--- src/blu_pkg.sv ---
/*
 * constants and types shared by the boolean unit and its control decoder.
 * assumes a single 250 MHz clock and a 32-bit AXI4-Lite register port.
 */
package blu_pkg;
    // ----------------------------------------
    // data widths and field positions
    // ----------------------------------------
    localparam int XW = 60;
    localparam int BW = 18;
    localparam int CW = 4;
    localparam int COEF_W = 48;
    localparam int UP_W = 12;
    localparam int EXP_W = 11;
    localparam int EXP_MAG_W = 10;
    localparam int SIGN_BIT = 59;
    localparam int EXP_SIGN_BIT = 58;
    localparam int B_EXT_W = 8;
    localparam logic [10:0] EXP_POS_MASK = 11'h400;
    localparam logic [10:0] EXP_NEG_MASK = 11'h3FF;

    // ----------------------------------------
    // opcodes as {f bit 0, m bits 2..0}; octal 10..17, 26, 27
    // ----------------------------------------
    typedef enum logic [3:0] {
        OP_UNPACK = 4'h6,
        OP_PACK = 4'h7,
        OP_XMIT_J = 4'h8,
        OP_AND = 4'h9,
        OP_OR = 4'hA,
        OP_XOR = 4'hB,
        OP_XMIT_NK = 4'hC,
        OP_ANDN = 4'hD,
        OP_ORN = 4'hE,
        OP_XORN = 4'hF
    } blu_op_t;

    // ----------------------------------------
    // register port
    // ----------------------------------------
    localparam int AW = 4;
    localparam int DW = 32;
    localparam int CNT_W = 16;
    localparam logic [3:0] REG_CTRL = 4'h0;
    localparam logic [3:0] REG_COUNT = 4'h4;
    localparam logic [3:0] REG_LAST = 4'h8;
    localparam int CTRL_EN_BIT = 0;
    localparam logic CTRL_EN_RESET = 1'b1;
    localparam logic [1:0] RESP_OKAY = 2'h0;
    localparam logic [1:0] RESP_SLVERR = 2'h2;
endpackage

--- src/blu_decode.sv ---
/*
 * control translator: turns the held opcode into path-select controls.
 * assumes op_code comes from a register on the same clock.
 */
`timescale 1ns/100ps
module blu_decode (
    input wire logic [blu_pkg::CW-1:0] op_code,
    input wire logic k_sign,
    output logic and_path_enable,
    output logic k_high_enable,
    output logic k_low_enable,
    output logic j_path_enable,
    output logic k_invert,
    output logic pack_path_enable,
    output logic pack_sign_sel,
    output logic extend_x,
    output logic unpack_sel,
    output logic bool_op
);
    // ----------------------------------------
    // decode
    // ----------------------------------------
    always_comb begin
        and_path_enable = 1'b0;
        k_high_enable = 1'b0;
        k_low_enable = 1'b0;
        j_path_enable = 1'b0;
        k_invert = 1'b0;
        pack_path_enable = 1'b0;
        pack_sign_sel = 1'b0;
        extend_x = 1'b0;
        unpack_sel = 1'b0;
        bool_op = 1'b1;
        case (blu_pkg::blu_op_t'(op_code))
            blu_pkg::OP_XMIT_J: begin
                j_path_enable = 1'b1;
            end
            blu_pkg::OP_AND: begin
                and_path_enable = 1'b1;
            end
            blu_pkg::OP_ANDN: begin
                and_path_enable = 1'b1;
                k_invert = 1'b1;
            end
            blu_pkg::OP_OR, blu_pkg::OP_ORN: begin
                and_path_enable = 1'b1;
                j_path_enable = 1'b1;
                k_high_enable = 1'b1;
                k_low_enable = 1'b1;
                k_invert = op_code[2];
            end
            blu_pkg::OP_XOR, blu_pkg::OP_XORN: begin
                j_path_enable = 1'b1;
                k_high_enable = 1'b1;
                k_low_enable = 1'b1;
                k_invert = op_code[2];
            end
            blu_pkg::OP_XMIT_NK: begin
                k_high_enable = 1'b1;
                k_low_enable = 1'b1;
                k_invert = 1'b1;
            end
            blu_pkg::OP_UNPACK: begin
                k_low_enable = 1'b1;
                unpack_sel = 1'b1;
                extend_x = k_sign;
            end
            blu_pkg::OP_PACK: begin
                k_low_enable = 1'b1;
                pack_path_enable = 1'b1;
                pack_sign_sel = k_sign;
            end
            default: begin
                bool_op = 1'b0;
            end
        endcase
    end
endmodule

--- src/blu_unit.sv ---
/*
 * two-stage boolean functional unit with an AXI4-Lite control port.
 * assumes issue logic presents operands and opcode bits every cycle
 * and raises go_boolean one cycle after a boolean instruction issues.
 */
// Decided for this implementation: the placing of the registers and the AXI4-Lite register port.
`timescale 1ns/100ps
module blu_unit (
    input wire logic aclk,
    input wire logic aresetn,
    input wire logic [blu_pkg::BW-1:0] b_operand_reg,
    input wire logic [blu_pkg::XW-1:0] first_operand,
    input wire logic [blu_pkg::XW-1:0] second_operand,
    input wire logic f_bit0,
    input wire logic [2:0] m_bits,
    input wire logic go_boolean,
    output logic [blu_pkg::XW-1:0] result_word_dest,
    output logic x_write_en,
    output logic [blu_pkg::BW-1:0] b_result,
    output logic b_write_en,
    input wire logic [blu_pkg::AW-1:0] s_axi_awaddr,
    input wire logic s_axi_awvalid,
    output logic s_axi_awready,
    input wire logic [blu_pkg::DW-1:0] s_axi_wdata,
    input wire logic [3:0] s_axi_wstrb,
    input wire logic s_axi_wvalid,
    output logic s_axi_wready,
    output logic [1:0] s_axi_bresp,
    output logic s_axi_bvalid,
    input wire logic s_axi_bready,
    input wire logic [blu_pkg::AW-1:0] s_axi_araddr,
    input wire logic s_axi_arvalid,
    output logic s_axi_arready,
    output logic [blu_pkg::DW-1:0] s_axi_rdata,
    output logic [1:0] s_axi_rresp,
    output logic s_axi_rvalid,
    input wire logic s_axi_rready
);
    // ----------------------------------------
    // declarations
    // ----------------------------------------
    logic [blu_pkg::BW-1:0] b_op_q, b_result_d;
    logic [blu_pkg::XW-1:0] j_op_q, k_op_q;
    logic [blu_pkg::CW-1:0] code_q;
    logic and_path_enable, k_high_enable, k_low_enable, j_path_enable, k_invert;
    logic pack_path_enable, pack_sign_sel, extend_x, unpack_sel, bool_op;
    logic k_sign;
    logic [blu_pkg::XW-1:0] k_sel, lp_word, j_gated, k_gated, logic_word, result_d;
    logic [blu_pkg::UP_W-1:0] upper_d;
    logic [blu_pkg::EXP_W-1:0] pack_exp;
    logic [blu_pkg::EXP_MAG_W-1:0] exp_inner;
    logic exp_sign;
    logic up_logic, x_go, b_go;
    logic ctrl_en_q;
    logic [blu_pkg::CNT_W-1:0] op_count_q;
    logic [blu_pkg::CW-1:0] last_code_q;
    logic last_b_q;
    logic [blu_pkg::AW-1:0] awaddr_q;
    logic [blu_pkg::DW-1:0] wdata_q;
    logic [3:0] wstrb_q;
    logic aw_hs, w_hs, ar_hs;

    assign k_sign = k_op_q[blu_pkg::SIGN_BIT];

    // ----------------------------------------
    // input registers, loaded every cycle
    // ----------------------------------------
    // no issue qualifier here: stale operands are harmless since go gates writes
    always_ff @(posedge aclk) begin
        if (!aresetn) begin
            b_op_q <= '0;
            j_op_q <= '0;
            k_op_q <= '0;
        end else begin
            b_op_q <= b_operand_reg;
            j_op_q <= first_operand;
            k_op_q <= second_operand;
        end
    end

    always_ff @(posedge aclk) begin
        if (!aresetn) begin
            code_q <= '0;
        end else begin
            code_q <= {f_bit0, m_bits};
        end
    end

    blu_decode u_decode (
        .op_code(code_q),
        .k_sign(k_sign),
        .and_path_enable(and_path_enable),
        .k_high_enable(k_high_enable),
        .k_low_enable(k_low_enable),
        .j_path_enable(j_path_enable),
        .k_invert(k_invert),
        .pack_path_enable(pack_path_enable),
        .pack_sign_sel(pack_sign_sel),
        .extend_x(extend_x),
        .unpack_sel(unpack_sel),
        .bool_op(bool_op)
    );

    // ----------------------------------------
    // static selection network
    // ----------------------------------------
    always_comb begin
        k_sel = k_invert ? ~k_op_q : k_op_q;
        lp_word = and_path_enable ? (j_op_q & k_sel) : '0;
        j_gated = j_path_enable ? j_op_q : '0;
        k_gated[blu_pkg::COEF_W-1:0] = k_low_enable ? k_sel[blu_pkg::COEF_W-1:0] : '0;
        k_gated[blu_pkg::XW-1:blu_pkg::COEF_W] =
            k_high_enable ? k_sel[blu_pkg::XW-1:blu_pkg::COEF_W] : '0;
        logic_word = lp_word | (j_gated ^ k_gated);
    end

    // pack: bias added by bit 10 flip; negative coefficient flips 0..9
    assign pack_exp = b_op_q[blu_pkg::EXP_W-1:0] ^
        (k_sign ? blu_pkg::EXP_NEG_MASK : blu_pkg::EXP_POS_MASK);

    // unpack: complement when positive, then recomplement on the way out
    always_comb begin
        exp_inner = k_op_q[blu_pkg::EXP_SIGN_BIT-1:blu_pkg::COEF_W];
        if (!k_sign) begin
            exp_inner = ~exp_inner;
        end
        exp_sign = ~(k_op_q[blu_pkg::EXP_SIGN_BIT] ^ k_sign);
        b_result_d = {{blu_pkg::B_EXT_W{exp_sign}}, ~exp_inner};
    end

    // upper bits are shared: exactly one of three sources is chosen
    assign up_logic = !unpack_sel && !pack_path_enable;

    always_comb begin
        if (unpack_sel) begin
            upper_d = {blu_pkg::UP_W{extend_x}};
        end else if (pack_path_enable) begin
            upper_d = {pack_sign_sel, pack_exp};
        end else begin
            upper_d = logic_word[blu_pkg::XW-1:blu_pkg::COEF_W];
        end
        result_d = {upper_d, logic_word[blu_pkg::COEF_W-1:0]};
    end

    // ----------------------------------------
    // destination stage
    // ----------------------------------------
    assign x_go = go_boolean && bool_op && ctrl_en_q;
    assign b_go = x_go && unpack_sel;

    always_ff @(posedge aclk) begin
        if (!aresetn) begin
            x_write_en <= 1'b0;
            b_write_en <= 1'b0;
        end else begin
            x_write_en <= x_go;
            b_write_en <= b_go;
        end
    end

    always_ff @(posedge aclk) begin
        if (!aresetn) begin
            result_word_dest <= '0;
        end else if (x_go) begin
            result_word_dest <= result_d;
        end
    end

    always_ff @(posedge aclk) begin
        if (!aresetn) begin
            b_result <= '0;
        end else if (b_go) begin
            b_result <= b_result_d;
        end
    end

    always_ff @(posedge aclk) begin
        if (!aresetn) begin
            op_count_q <= '0;
            last_code_q <= '0;
            last_b_q <= 1'b0;
        end else if (x_go) begin
            op_count_q <= op_count_q + 1'b1;
            last_code_q <= code_q;
            last_b_q <= unpack_sel;
        end
    end

    // ----------------------------------------
    // register port, write side
    // ----------------------------------------
    // address and data taken in either order; response after both
    assign aw_hs = s_axi_awvalid && s_axi_awready;
    assign w_hs = s_axi_wvalid && s_axi_wready;
    assign ar_hs = s_axi_arvalid && s_axi_arready;

    always_ff @(posedge aclk) begin
        if (!aresetn) begin
            s_axi_awready <= 1'b1;
            awaddr_q <= '0;
        end else if (aw_hs) begin
            s_axi_awready <= 1'b0;
            awaddr_q <= s_axi_awaddr;
        end else if (s_axi_bvalid && s_axi_bready) begin
            s_axi_awready <= 1'b1;
        end
    end

    always_ff @(posedge aclk) begin
        if (!aresetn) begin
            s_axi_wready <= 1'b1;
            wdata_q <= '0;
            wstrb_q <= '0;
        end else if (w_hs) begin
            s_axi_wready <= 1'b0;
            wdata_q <= s_axi_wdata;
            wstrb_q <= s_axi_wstrb;
        end else if (s_axi_bvalid && s_axi_bready) begin
            s_axi_wready <= 1'b1;
        end
    end

    always_ff @(posedge aclk) begin
        if (!aresetn) begin
            s_axi_bvalid <= 1'b0;
            s_axi_bresp <= blu_pkg::RESP_OKAY;
        end else if (!s_axi_bvalid && !s_axi_awready && !s_axi_wready) begin
            s_axi_bvalid <= 1'b1;
            s_axi_bresp <= (awaddr_q == blu_pkg::REG_CTRL) ? blu_pkg::RESP_OKAY :
                (awaddr_q == blu_pkg::REG_COUNT || awaddr_q == blu_pkg::REG_LAST) ?
                blu_pkg::RESP_OKAY : blu_pkg::RESP_SLVERR;
        end else if (s_axi_bready) begin
            s_axi_bvalid <= 1'b0;
        end
    end

    // only the enable bit is writable; count and last-op are read-only
    always_ff @(posedge aclk) begin
        if (!aresetn) begin
            ctrl_en_q <= blu_pkg::CTRL_EN_RESET;
        end else if (!s_axi_bvalid && !s_axi_awready && !s_axi_wready &&
                     awaddr_q == blu_pkg::REG_CTRL && wstrb_q[0]) begin
            ctrl_en_q <= wdata_q[blu_pkg::CTRL_EN_BIT];
        end
    end

    // ----------------------------------------
    // register port, read side
    // ----------------------------------------
    always_ff @(posedge aclk) begin
        if (!aresetn) begin
            s_axi_arready <= 1'b1;
            s_axi_rvalid <= 1'b0;
            s_axi_rdata <= '0;
            s_axi_rresp <= blu_pkg::RESP_OKAY;
        end else if (ar_hs) begin
            s_axi_arready <= 1'b0;
            s_axi_rvalid <= 1'b1;
            s_axi_rresp <= blu_pkg::RESP_OKAY;
            case (s_axi_araddr)
                blu_pkg::REG_CTRL: begin
                    s_axi_rdata <= blu_pkg::DW'(ctrl_en_q);
                end
                blu_pkg::REG_COUNT: begin
                    s_axi_rdata <= blu_pkg::DW'(op_count_q);
                end
                blu_pkg::REG_LAST: begin
                    s_axi_rdata <= blu_pkg::DW'({last_b_q, last_code_q});
                end
                default: begin
                    s_axi_rdata <= '0;
                    s_axi_rresp <= blu_pkg::RESP_SLVERR;
                end
            endcase
        end else if (s_axi_rvalid && s_axi_rready) begin
            s_axi_arready <= 1'b1;
            s_axi_rvalid <= 1'b0;
        end
    end
endmodule

--- config.mk ---
export PLATFORM = sky130hd
export DESIGN_NAME = blu_unit
export DESIGN_NICKNAME = d
export VERILOG_FILES = /design/src/blu_pkg.sv /design/src/blu_decode.sv /design/src/blu_unit.sv
export SDC_FILE = /design/constraint.sdc
export NUM_CORES = 1
export LEC_CHECK = 0
export BUFFER_PORTS_ARGS = -buffer_cell sky130_fd_sc_hd__buf_2
export CORE_MARGIN = 3
export CORE_UTILIZATION = 45
export DETAILED_ROUTE_END_ITERATION = 7
export GPL_ROUTABILITY_DRIVEN = 0
export PLACE_DENSITY = 0.72
export SLEW_MARGIN = 40
export SYNTH_ARGS = -nofsm -noshare
export SYNTH_HDL_FRONTEND = slang
export SYNTH_SLANG_ARGS = --single-unit
--- constraint.sdc ---
create_clock -name aclk -period 1.7 [get_ports aclk]
set_input_delay 0.425 -clock aclk [delete_from_list [all_inputs] [get_ports aclk]]
set_output_delay 0.425 -clock aclk [all_outputs]
set_load 0.02 [all_outputs]
# Word-level counts from Yosys, hierarchy flattened

Cells that the tools add are included.

Flip-flop bits (word level): 277
ROM bits: 0
Memory bits (writable): 0
Bits in latches: 0
Logic and storage cells: 109
Output and inout bits: 121
Input bits: 194
Memories kept: 0

Equal/unequal tests: 14
Bitwise operators: 9
Div/mod/pow operators: 0
Order comparisons: 0
Reductions and logical operators: 30
Mux-type cells: 32
$add $sub $neg: 1
Multiply operators: 0
Shift operators: 0

Operators with widths:

| kind                                                 | number |
|---|---|
| two-way mux 60 bit                                   | 3 |
| bitwise AND 60 bit                                   | 1 |
| inverter 60 bit                                      | 1 |
| OR 60 bit                                            | 1 |
| XOR 60 bit                                           | 1 |
| two-way mux 48 bit                                   | 1 |
| case mux 16 bit (3 select lines)                     | 1 |
| equality test 4 bit (second input constant)          | 10 |
| two-way mux 12 bit                                   | 3 |
| inverter 10 bit                                      | 2 |
| two-way mux 1 bit                                    | 18 |
| adder 16 x 1 -> 16 bit (second input constant)       | 1 |
| equality test 4 x 3 -> 1 bit (second input constant) | 4 |
| logical AND 1 bit                                    | 12 |
| two-way mux 11 bit                                   | 1 |
| XOR 11 bit                                           | 1 |
| two-way mux 10 bit                                   | 1 |
| OR reduction 10 bit                                  | 1 |
| OR reduction 5 bit                                   | 2 |
| logical NOT 4 bit                                    | 2 |
| nonzero test 2 bit                                   | 4 |
| OR reduction 4 bit                                   | 2 |
| OR reduction 7 bit                                   | 1 |
| two-way mux 2 bit                                    | 3 |
| other kinds (7)                                      | 9 |

# Longest topological paths before layout

Gate-level depths: netlist of run 1.

Depth in word-level cells: 9
Depth in mapped cells: 8

# By module

A second synthesis of run 1 with hierarchy kept.

Cells, all modules: 1,081
Area total of the unflattened synthesis: 10,447.5 um2

Modules (own cells, without submodules):

| module     | area an instance (um2) | times used | cells an instance | sequential area each (um2) |
|---|---|---|---|---|
| blu_unit   | 10,331.2               | 1          | 1,063             | 5,185.0 |
| blu_decode | 116.4                  | 1          | 18                | 0.0 |

# Worst setup path before layout of run 1

No wires, ideal clock.

Kind: register -> register
From: register op_count_q[0] (netlist name)
To: register op_count_q[10] (netlist name)
Data required time: 1.630 ns
Slack: -0.165 ns
Buffers on the path: 1
Clock period less this slack: 1.865 ns
Cell stages (with the launch flop): 7
Setup time: 0.070 ns
Arrival: 1.795 ns
Cells stage by stage: dfxtp_1 ha_1 inv_1 or4b_1 buf_2 or4_1 a21boi_1

Longest elaborated chain between the ends: 1

RTL lines:

| element                | RTL line        | source |
|---|---|---|
| start, declared        | blu_unit.sv:55  | `logic [blu_pkg::CNT_W-1:0] op_count_q;` |
| start signal, assigned | blu_unit.sv:183 | `op_count_q <= op_count_q + 1'b1;` |
| adder 16 x 1 -> 16 bit | blu_unit.sv:183 |  |

No other way between the ends.
A chain may end at the register's enable or synchronous reset.

# Final worst setup path of run 1

From: register op_count_q[0] (netlist name)
To: register op_count_q[12] (netlist name)

Same word-level chain as after synthesis.

==> impl_results.md, run 1 <==
- GRT Overall Usage: 21.42%
- Final non-filler cell total: 1933
- Grt total ovfl: 0
- Worst Path Required: 2.18 ns
- Vias per inst: 5.466
- HP Class: primary input to flip-flop
- Global-route wire length before repair: 50950 µm
- Multi-input combinational cell area: 0.006362 mm²
- Row cnt: 59
- Final core utilization: 58.11%
- Critical path destination: op_count_q[12]$_SDFFE_PN0N_
- Max Clk Rate: 583.0 MHz
- Post-Place Setup Slack: -0.1672 ns
- Share of cells above drive strength 1: 29.07%
- Clk_skew: 0.01058 ns
- Tmin final: 1.715 ns
- Internal: 10.85 mW
- Placement Cell Area: 0.01370 mm²
- Worst Setup SP: op_count_q[0]$_SDFFE_PN0N_
- Final setup TNS: -0.02306 ns
- Crit-path slowest cell: or4b_4
- Largest net degree at the start of global routing: 85
- Logic pwr share: 12.7%
- DRT iter0 DRCs: 614
- Fill cells: 2284
- Maximum vdd drop: 0.0006736 V
- Post-synthesis sequential area ratio: 43.27%
- CP Class: flip-flop to flip-flop
- WL per Instance: 17.69 µm
- # setup viols final: 2
- Power after layout: 14.50 mW
- Drt pass-1 iters: 5
- Num CTS Buffers: 29
- DR vias: 10570
- Routed wire length: 34200 µm
- Die Span X: 169.2 µm
- Post-layout nets: 1770
- Reg2reg end: op_count_q[12]$_SDFFE_PN0N_
- Crit Path Max Fanout: 7
- Clock sink count: 259
- Ys Warns: 0
- Clk buf depth: 3
- Startpoint Class: flip-flop
- Flops & latches, synth: 259
- PortBufs: 255
- IO Count: 315
- Final clock period utilization by the worst path: 100.9%
- H-Tree Depth: 1
- Vias in the first global route: 10190
- Largest cells by area after synthesis: dfxtp_1 43%, and2_1 8.5%, a21oi_1 5.0%, xor2_1 4.8%, o21ai_0 4.4%
- Synth top area share: 43.27%
- LEAKAGE: 6.447 nW
- CTS tree: built
- CP cell instances: ha_1 -> inv_1 -> or4b_4 -> or4_4 -> a21boi_2
- Hpwl dp: 20190 µm
- Clock power frac: 42.3%
- Initial cell density of the core: 45.85%
- Initial antenna violation count: 2
- Mapped Cells: 1338
- Hold WS: 0.08935 ns
- Biggest cell delay along the critical path: 0.58 ns
- Syn avg cell area: 8.955 µm²
- R2R cell count: 5
- Clock root cell: clkbuf_16
- RR Startpoint: op_count_q[0]$_SDFFE_PN0N_
- Max-cap check violation count: 0
- Final Instance Area: 0.01519 mm²
- Family with the most delay on the worst path: simple AND/OR/NAND/NOR gates
- Dpl cells: 1852
- Sw Ratio: 25.17%
- Arrival @ worst endpoint: 2.19 ns
- Final worst setup slack: -0.01534 ns
- Skew-Pair Late Insertion Delay: 0.54 ns
- Status: finished with violations
- R2R Setup Slk: -0.02 ns
- Fin. max-slew vios: 0
- DRT antenna net count: 0
- Die Footprint: 0.02862 mm²
- Yosys top cell by area: dfxtp_1
- Ys async rst share: 0%
- Post-synthesis cell area: 0.01198 mm²
- Post-synth top flop: dfxtp_1
- Core Area: 0.02613 mm²
- Die height: 169.2 µm
- Critical path depth: 5
- Clk slew on worst S/H paths: 0.06 ns
- Crit. End Element: flip-flop
- RSZ-0062 raised after global routing: true
- Final Hold Viols: 0
- EDFF count, synth: 0
- Synthesis-to-layout area growth: 26.74%
- DRC: 0
- Net Sw Power: 3.651 mW
- Worst path buffer plus inverter count: 1
- Cell area power density: 955.1 mW/mm²
- Register area: 0.005199 mm²
- Reg power frac: 45.0%
- Failing checks: negative setup slack
- Yosys cell types: 52
## cell families (layout without fill, tap and decap cells)
| group | Yosys count | after routing | synth area share, % |
|---|---|---|---|
| multiplexers | 7 | 7 | 0.5848 |
| other | 1 | 20 | 0.03130 |
| buffers and inverters | 145 | 386 | 5.576 |
| AND/OR/NAND/NOR | 389 | 389 | 18.82 |
| flip-flops | 259 | 259 | 43.27 |
| adder cells (fa/ha/maj) | 1 | 1 | 0.1044 |
| AO/OA/AOI/OAI | 446 | 446 | 25.03 |
| XOR/XNOR | 90 | 90 | 6.579 |
## power by group through the flow
stage                     Sequential, mW  Clock (mW)  Combinational [mW]
final                               6.53        6.14                1.84
after global routing                6.56        6.48                2.00
after CTS                           6.53        6.25                1.74
after detailed placement            6.65           0                1.67
after global placement              6.65           0                1.64
after floorplan                     6.73           0               0.993
## registers in the layout, indices dropped and copies added, names as in the netlist
register / flops
awaddr_q: 4
b_op_q: 11
b_result: 11
b_write_en: 1
code_q: 4
ctrl_en_q: 1
j_op_q: 60
k_op_q: 60
last_b_q: 1
last_code_q: 4
op_count_q: 16
result_word_dest: 60
s_axi_arready: 1
s_axi_awready: 1
s_axi_bresp: 1
s_axi_bvalid: 1
s_axi_rdata: 16
s_axi_rresp: 1
s_axi_rvalid: 1
s_axi_wready: 1
wdata_q: 1
wstrb_q: 1
x_write_en: 1
## cell usage in the layout, fill, tap and decap left out, drive strengths merged, types with 2 or more instances in the layout
cell and instances:
a221o 11, diode 2, nor4 5, a31oi 2, o41ai 2, a21boi 61, xor2 65, nor2b 16
conb 18, bufinv 2, o21ai 105, dfxtp 259, o31ai 2, xnor2 25, clkinvlp 4, nand2 71
nand3 58, nand3b 49, o311ai 2, nor2 4, a21oi 120, nand4 5, mux2i 7, clkinv 7
o211a 11, a22oi 63, inv 4, clkbuf 49, nand2b 7, a22o 11, a21bo 48, bufbuf 2
buf 318, or4 3, nor3 3, and2 162
## final cells by class
| cell class | instances | area share (%) |
|---|---|---|
| antenna | 2 | 0.03296 |
| clock buffer | 42 | 5.496 |
| clock inverter | 10 | 0.6756 |
| inverter | 5 | 0.1483 |
| multi-input combinational | 951 | 41.90 |
| sequential | 259 | 34.23 |
| tap | 335 | 2.760 |
| timing repair buffer | 327 | 14.66 |
| timing repair inverter | 2 | 0.09887 |
## synth_stat cells, types with 3 or more instances
master    number
xor2_1        65
a221o_1       11
nand2_1       71
nor4_1         4
buf_1         19
buf_4         27
inv_1          5
a22o_1        11
o21ai_0      105
or4_1          3
a22oi_1       63
nand3b_1      49
mux2i_1        7
nor2b_1       16
a21bo_2       48
nor2_1         4
a21boi_0      59
nand4_1        5
nor3_1         3
buf_2         12
o211a_1       11
nand3_1       58
a21oi_1      119
clkbuf_1      81
dfxtp_1      259
xnor2_1       25
and2_1       162
nand2b_1       7
## what timing repair did
action	CTS	global route
pin swaps	2	7
endpoints found under the setup margin	82	74
cloned	5	8
hold buffers	0	0
buffers inserted	3	12
resized for setup	9	31
## how the worst min path moves through the flow
stage	depth (start not counted)	from	slack (ns)	end
after floorplan	2	wdata_q[0]$_SDFFE_PN0P_	0.44	ctrl_en_q$_SDFFE_PN1P_
after global placement	2	last_code_q[0]$_SDFFE_PN0N_	0.45	last_code_q[0]$_SDFFE_PN0N_
after detailed placement	2	awaddr_q[1]$_SDFFE_PN0P_	0.46	awaddr_q[1]$_SDFFE_PN0P_
after CTS	2	second_operand[47]	0.06	k_op_q[47]$_SDFF_PN0_
after global routing	2	second_operand[18]	0.08	k_op_q[18]$_SDFF_PN0_
final	2	second_operand[27]	0.09	k_op_q[27]$_SDFF_PN0_
## per-layer routing
layer  GRT usage (%)  share of wire (%)  vias up  wire [µm]
li1                -                  -     5129          -
met1           27.05                 44     4983      14910
met2           37.28                 47      391      16200
met3           3.867                6.7       62       2286
met4           6.792                2.4        0        810
met5               0                  0        -          0
Power figures use the tool's default switching activity.
==> run 2, diff against run 1 <==
CORE_ASPECT_RATIO = 0.8   (was not set)
==> run 2 against run 1 <==
Against the previous run: the run now ends clean; fmax grew 2.5%; sequential cell count is the same; die area is essentially flat; global-route usage shrank 0.74 points; count of clock-buffer cells in the layout shrank 3; sequential power is essentially flat; total power is essentially flat; clock power grew 1%; critical path type unchanged; critical endpoint is now op_count_q[10]$_SDFFE_PN0N_; largest cell class unchanged; highest routed layer is now met5.
==> impl_results.md, run 2 (same netlist as run 1, synthesis figures left out) <==
- Status: finished clean
- Vias in the first global route: 9728 (-4.6%)
- PortBufs: 255 (unchanged)
- Critical path destination: op_count_q[10]$_SDFFE_PN0N_
- CP Class: flip-flop to flip-flop
- Fin. max-slew vios: 0 (unchanged)
- Reg2reg end: op_count_q[10]$_SDFFE_PN0N_
- Crit-path slowest cell: or4b_4
- Clock sink count: 259 (unchanged)
- Clock root cell: clkbuf_16
- DRT iter0 DRCs: 545 (-11%)
- H-Tree Depth: 1 (unchanged)
- Skew-Pair Late Insertion Delay: 0.52 ns (-0.02 ns)
- Die Footprint: 0.02863 mm² (about the same)
- Final setup TNS: 0 ns (+0.02306 ns)
- Final Hold Viols: 0 (unchanged)
- Initial cell density of the core: 46.50% (+0.65 points)
- Num CTS Buffers: 27 (-6.9%)
- Biggest cell delay along the critical path: 0.57 ns (about the same)
- Arrival @ worst endpoint: 2.13 ns (-0.06 ns)
- CTS tree: built
- Clk slew on worst S/H paths: 0.06 ns (about the same)
- Drt pass-1 iters: 5 (unchanged)
- Net Sw Power: 3.545 mW (-2.9%)
- Most common cell after layout, fill and taps aside: buf_2
- Max-cap check violation count: 0 (unchanged)
- Crit Path Max Fanout: 8 (+1)
- Largest net degree at the start of global routing: 77 (-9.4%)
- Grt total ovfl: 0 (unchanged)
- DRC: 0 (unchanged)
- Maximum vdd drop: 0.0007565 V (+12%)
- Clk_skew: 0.007622 ns (-0.002956 ns)
- R2R Setup Slk: 0.03 ns (+0.04 ns)
- Hpwl dp: 20780 µm (+2.9%)
- Crit. End Element: flip-flop
- Most frequent cells in the layout: 254 x buf_2, 253 x dfxtp_1, 161 x and2_1
- Share of cells above drive strength 1: 26.64% (-2.4 points)
- Startpoint Class: flip-flop
- Die Span X: 188.4 µm (+11%)
- Logic pwr share: 12.1% (-0.6 points)
- IO Count: 315 (unchanged)
- Final clock period utilization by the worst path: 98.41% (-2.5 points)
- HP Class: primary input to flip-flop
- R2R cell count: 4 (-1)
- Vias per inst: 5.410 (-1.0%)
- Clk buf depth: 3 (unchanged)
- Clock power frac: 42.9% (+0.6 points)
- Worst Path Required: 2.15 ns (-0.03 ns)
- Power after layout: 14.50 mW (about the same)
- Global-route wire length before repair: 50110 µm (-1.6%)
- Internal: 10.96 mW (+0.95%)
- Post-layout nets: 1749 (-1.2%)
- Die height: 151.9 µm (-10%)
- Hold Startpoint: first_operand[15]
- CP cell instances: a21oi_4 -> or4b_4 -> or4_1 -> a21boi_1
- GRT Overall Usage: 20.68% (-0.74 points)
- LEAKAGE: 6.340 nW (-1.7%)
- Hold_buf cts: 0 (unchanged)
- Row cnt: 52 (-12%)
- Reg power frac: 45.0% (about the same)
- Max Clk Rate: 597.7 MHz (+2.5%)
- Largest regs: j_op_q x60, k_op_q x60, result_word_dest x60
- Sw Ratio: 24.44% (-0.73 points)
- Core Area: 0.02576 mm² (-1.4%)
- RR Startpoint: code_q[3]$_SDFF_PN0_
- Cell area power density: 971.4 mW/mm² (+1.7%)
- Worst Setup SP: code_q[3]$_SDFF_PN0_
- Tmin final: 1.673 ns (-0.04232 ns)
- Initial antenna violation count: 6 (+4)
- RSZ-0062 raised after global routing: true
- Routed wire length: 32440 µm (-5.2%)
- DR vias: 10430 (-1.3%)
- Synthesis-to-layout area growth: 24.59%
- # setup viols final: 0 (-2)
- WL per Instance: 16.83 µm (-4.9%)
- DRT antenna net count: 0 (unchanged)
run 2: changes by cell type in the layout (fill, tap and decap cells not counted), sizes merged:
cell      change
buf          -12
clkbuf        -7
clkinv        -3
clkinvlp      -3
bufinv        +2
bufbuf        -1
diode         +1
inv           +1
run 2: cell type report:
type | count | area (µm²)
Multi-Input combinational cell | 951 | 6269
Inverter | 5 | 18.77
Tap cell | 351 | 439.2
Fill cell | 2289 | 10840
Antenna cell | 3 | 7.507
Timing Repair Buffer | 310 | 2057
Clock buffer | 39 | 792.0
Clock inverter | 9 | 147.6
Sequential cell | 259 | 5197
run 2: worst min path at each step:
| stage | slack (ns) | to | depth (start not counted) |
|---|---|---|---|
| 3_3_place_gp | 0.45 | awaddr_q[1]$_SDFFE_PN0P_ | 2 |
| 6_report | 0.1 | j_op_q[15]$_SDFF_PN0_ | 2 |
| 4_1_cts | 0.07 | j_op_q[15]$_SDFF_PN0_ | 2 |
| 5_1_grt | 0.08 | j_op_q[15]$_SDFF_PN0_ | 2 |
| 3_5_place_dp | 0.46 | last_code_q[0]$_SDFFE_PN0N_ | 2 |
| 2_1_floorplan | 0.44 | ctrl_en_q$_SDFFE_PN1P_ | 2 |
run 2: worst max-delay path, delay by kind of cell (launching register included):
family / cells / cell delay, ns
AOI/OAI and AO/OA: 2 / 0.18
DFF: 1 / 0.43
and+or+nand+nor: 2 / 0.99
run 2: power by group through the flow:
stage | registers [mW] | clock network (mW) | logic [mW]
detailed placement | 6.65 | 0 | 1.69
finish | 6.53 | 6.22 | 1.75
floorplan | 6.73 | 0 | 0.993
global placement | 6.64 | 0 | 1.66
CTS | 6.52 | 6.36 | 1.72
global route | 6.56 | 6.60 | 1.91
run 2: timing repair:
action / 4_1_cts / 5_1_grt
cloned: 1 / 3
gates resized for setup: 6 / 13
pin swaps: 0 / 1
setup endpoints to repair: 12 / 40
endpoints found under the hold margin: 0 / 0
buffers inserted: 0 / 1
run 2: per-stage QoR:
stage / hold slack (ns) / cell area, µm² / util, % / instances / setup WS [ns]
final: 0.09905 / 14930 / 57.94 / 1927 / 0.02698
after global routing: 0.07964 / 14930 / 57.94 / 1927 / -0.03031
after CTS: 0.07424 / 14800 / 57.43 / 1920 / 0.01006
after detailed placement: 0.4633 / 13800 / 53.55 / 1871 / -0.2018
after global placement: 0.4550 / 13800 / 53.55 / 1871 / -0.2057
after floorplan: 0.4414 / 12070 / - / 1355 / -0.02521
run 2: per-layer routing:
metal | GRT usage [%] | part of all wire (%)
met5 | 0 | 0.10
met4 | 6.381 | 2.7
met3 | 4.100 | 6.4
met2 | 33.66 | 46
met1 | 27.86 | 45
==> run 3, diff against run 2 <==
CELL_PAD_IN_SITES_DETAIL_PLACEMENT = 1   (was not set)
CELL_PAD_IN_SITES_GLOBAL_PLACEMENT = 1   (was not set)
CORE_UTILIZATION = 42   (was 45)
PLACE_DENSITY = 0.84   (was 0.72)
clock period = 2.1 ns   (was 1.7 ns; I/O delays follow)
==> run 3 against run 2 <==
Against the previous run: hold slack improved by 0.083 ns; critical path type unchanged; first-iteration DRC count fell by 9.0%; total power fell by 20%; cell count fell by 0.21%; clock power fell by 21%; critical path depth rose by 2; count of clock-buffer cells in the layout rose by 1; global-route usage rose by 2.1 points; sequential share of layout area rose by 0.88 points; clock skew rose by 0.0089 ns; largest power group unchanged; critical endpoint is now op_count_q[8]$_SDFFE_PN0N_.
==> impl_results.md, run 3 (same netlist as run 1, synthesis figures left out) <==
- Status: finished clean
- CTS tree: built
- Post-layout nets: 1734 (-0.86%)
- Placement Cell Area: 0.01362 mm² (-1.3%)
- Row cnt: 54 (+3.8%)
- Setup bufs post-CTS: 0 (unchanged)
- CP Class: flip-flop to flip-flop
- Skew-Pair Late Insertion Delay: 0.54 ns (+0.02 ns)
- Dpl cells: 1873 (+0.11%)
- WL per Instance: 18.96 µm (+13%)
- Initial antenna violation count: 7 (+1)
- GRT Overall Usage: 22.74% (+2.1 points)
- Clock root cell: clkbuf_16
- Largest net degree at the start of global routing: 93 (+21%)
- Vias in the first global route: 11000 (+13%)
- Hpwl dp: 24450 µm (+18%)
- Worst Tran Pin Value: 0.5716 ns
- Cell area power density: 797.7 mW/mm² (-18%)
- Max-cap check violation count: 0 (unchanged)
- CP cell instances: ha_1 -> inv_1 -> or4b_4 -> buf_4 -> o311ai_0 -> o41ai_1
- HP Class: primary input to flip-flop
- Global-route wire length before repair: 58000 µm (+16%)
- DR vias: 10520 (+0.85%)
- Core Area: 0.02770 mm² (+7.5%)
- Initial cell density of the core: 43.25% (-3.3 points)
- Metal2 WL: 17770 µm (+19%)
- Family with the most delay on the worst path: simple AND/OR/NAND/NOR gates
- Final setup TNS: 0 ns (unchanged)
- Crit. End Element: flip-flop
- Hold_buf cts: 0 (unchanged)
- Worst path buffer plus inverter count: 2 (+2)
- Hold WS: 0.1824 ns (+0.08338 ns)
- R2R cell count: 6 (+2)
- Clock sink count: 259 (unchanged)
- RSZ-0062 raised after global routing: false
- Tmin final: 1.982 ns (+0.3089 ns)
- PortBufs: 255 (unchanged)
- LEAKAGE: 6.165 nW (-2.8%)
- Final Hold Viols: 0 (unchanged)
- H-Tree Depth: 1 (unchanged)
- Share of cells above drive strength 1: 25.51% (-1.1 points)
- DRT iter0 DRCs: 496 (-9.0%)
- Largest regs: j_op_q x60, k_op_q x60, result_word_dest x60
- IO Count: 315 (unchanged)
- Clk buf depth: 3 (unchanged)
- Final Instance Area: 0.01455 mm² (-2.5%)
- Crit-path slowest cell: or4b_4
- Worst Setup SP: op_count_q[0]$_SDFFE_PN0N_
- Drt pass-1 iters: 5 (unchanged)
- Critical path depth: 6 (+2)
- Worst Path Required: 2.50 ns (+0.35 ns)
- # setup viols final: 0 (unchanged)
- DR WL met3: 1617 µm (-22%)
- RR Startpoint: op_count_q[0]$_SDFFE_PN0N_
- Wire length on met1: 15940 µm (+9.9%)
- Hold Startpoint: second_operand[4]
- Die height: 157.1 µm (+3.4%)
- Most common cell after layout, fill and taps aside: dfxtp_1
- Startpoint Class: flip-flop
- Grt total ovfl: 0 (unchanged)
- Arrival @ worst endpoint: 2.38 ns (+0.25 ns)
- Die Footprint: 0.03060 mm² (+6.9%)
- DRT antenna net count: 0 (unchanged)
- Die Span X: 194.8 µm (+3.4%)
- Most frequent cells in the layout: 257 x dfxtp_1, 254 x buf_2, 161 x and2_1
- Maximum vdd drop: 0.0005913 V (-22%)
- Routed wire length: 36470 µm (+12%)
- Num CTS Buffers: 28 (+3.7%)
- Uppermost routed layer: met5
- Synthesis-to-layout area growth: 21.42%
- Biggest cell delay along the critical path: 0.59 ns (+0.02 ns)
- Fin. max-slew vios: 0 (unchanged)
- Max Clk Rate: 504.6 MHz (-16%)
- Final non-filler cell total: 1923 (-0.21%)
- Crit Path Max Fanout: 6 (-2)
- Slew HR: 61.89%
- Clk_skew: 0.01651 ns (+0.008884 ns)
- Vias per inst: 5.468 (+1.1%)
- Hold depth: 2 (unchanged)
- DRC: 0 (unchanged)
- Final clock period utilization by the worst path: 94.38% (-4.0 points)
- Clk slew on worst S/H paths: 0.06 ns (about the same)
-- run 3: changes by cell type in the layout (fill, tap and decap cells not counted), moves of 3 or more --
cell	delta
dfxtp_1	+4
buf_12	-8
a22oi_2	-3
dfxtp_2	-4
a22oi_1	+3
-- run 3: worst reg2reg max path, cell delays in order, from the launching register on --
cell,delay (ns)
dfxtp_1,0.41
ha_1,0.18
inv_1,0.08
or4b_4,0.59
buf_4,0.17
o311ai_0,0.29
o41ai_1,0.13
-- run 3: metal layers --
metal | GRT usage, % | up-vias
li1 | - | 5041
met1 | 28.94 | 5165
met2 | 39.73 | 223
met3 | 4.023 | 76
met4 | 7.092 | 10
met5 | 0 | -
-- run 3: timing repair --
action                                 in CTS  in global routing
endpoints found under the hold margin       0                  0
resized for setup                           0                  3
setup endpoints to repair                   0                  8
-- run 3: worst paths after layout --
path                                                     to  slack [ns]
worst max register to register   op_count_q[8]$_SDFFE_PN0N_        0.12
worst min register to register  last_code_q[0]$_SDFFE_PN0N_        0.46
worst max-delay path             op_count_q[8]$_SDFFE_PN0N_        0.12
worst min-delay path                   k_op_q[4]$_SDFF_PN0_        0.18
-- run 3: where the power goes --
| part | switching (mW) | leakage [nW] | total [mW] | internal (mW) |
|---|---|---|---|---|
| clock network | 1.98 | 0.455 | 4.93 | 2.95 |
| logic | 0.810 | 3.57 | 1.38 | 0.570 |
| registers | 0.144 | 2.14 | 5.29 | 5.15 |
| total | 2.94 | 6.16 | 11.6 | 8.67 |
-- run 3: area by class of cell --
| cell class | instances | area, µm² |
|---|---|---|
| Clock inverter | 7 | 86.33 |
| Inverter | 5 | 18.77 |
| Fill cell | 3272 | 13150 |
| Antenna cell | 3 | 7.507 |
| Sequential cell | 259 | 5192 |
| Clock buffer | 40 | 827.0 |
| Timing Repair Buffer | 294 | 1720 |
| Multi-Input combinational cell | 951 | 6240 |
| Tap cell | 364 | 455.4 |
-- run 3: stage by stage --
step	worst slack, ns	power [mW]	utilization [%]
final	0.1181	11.61	52.52
after global routing	0.01391	12.07	52.51
after CTS	0.02613	11.73	52.45
after detailed placement	0.04906	6.765	49.15
after global placement	0.07285	6.701	49.15
after floorplan	0.2293	6.249	-
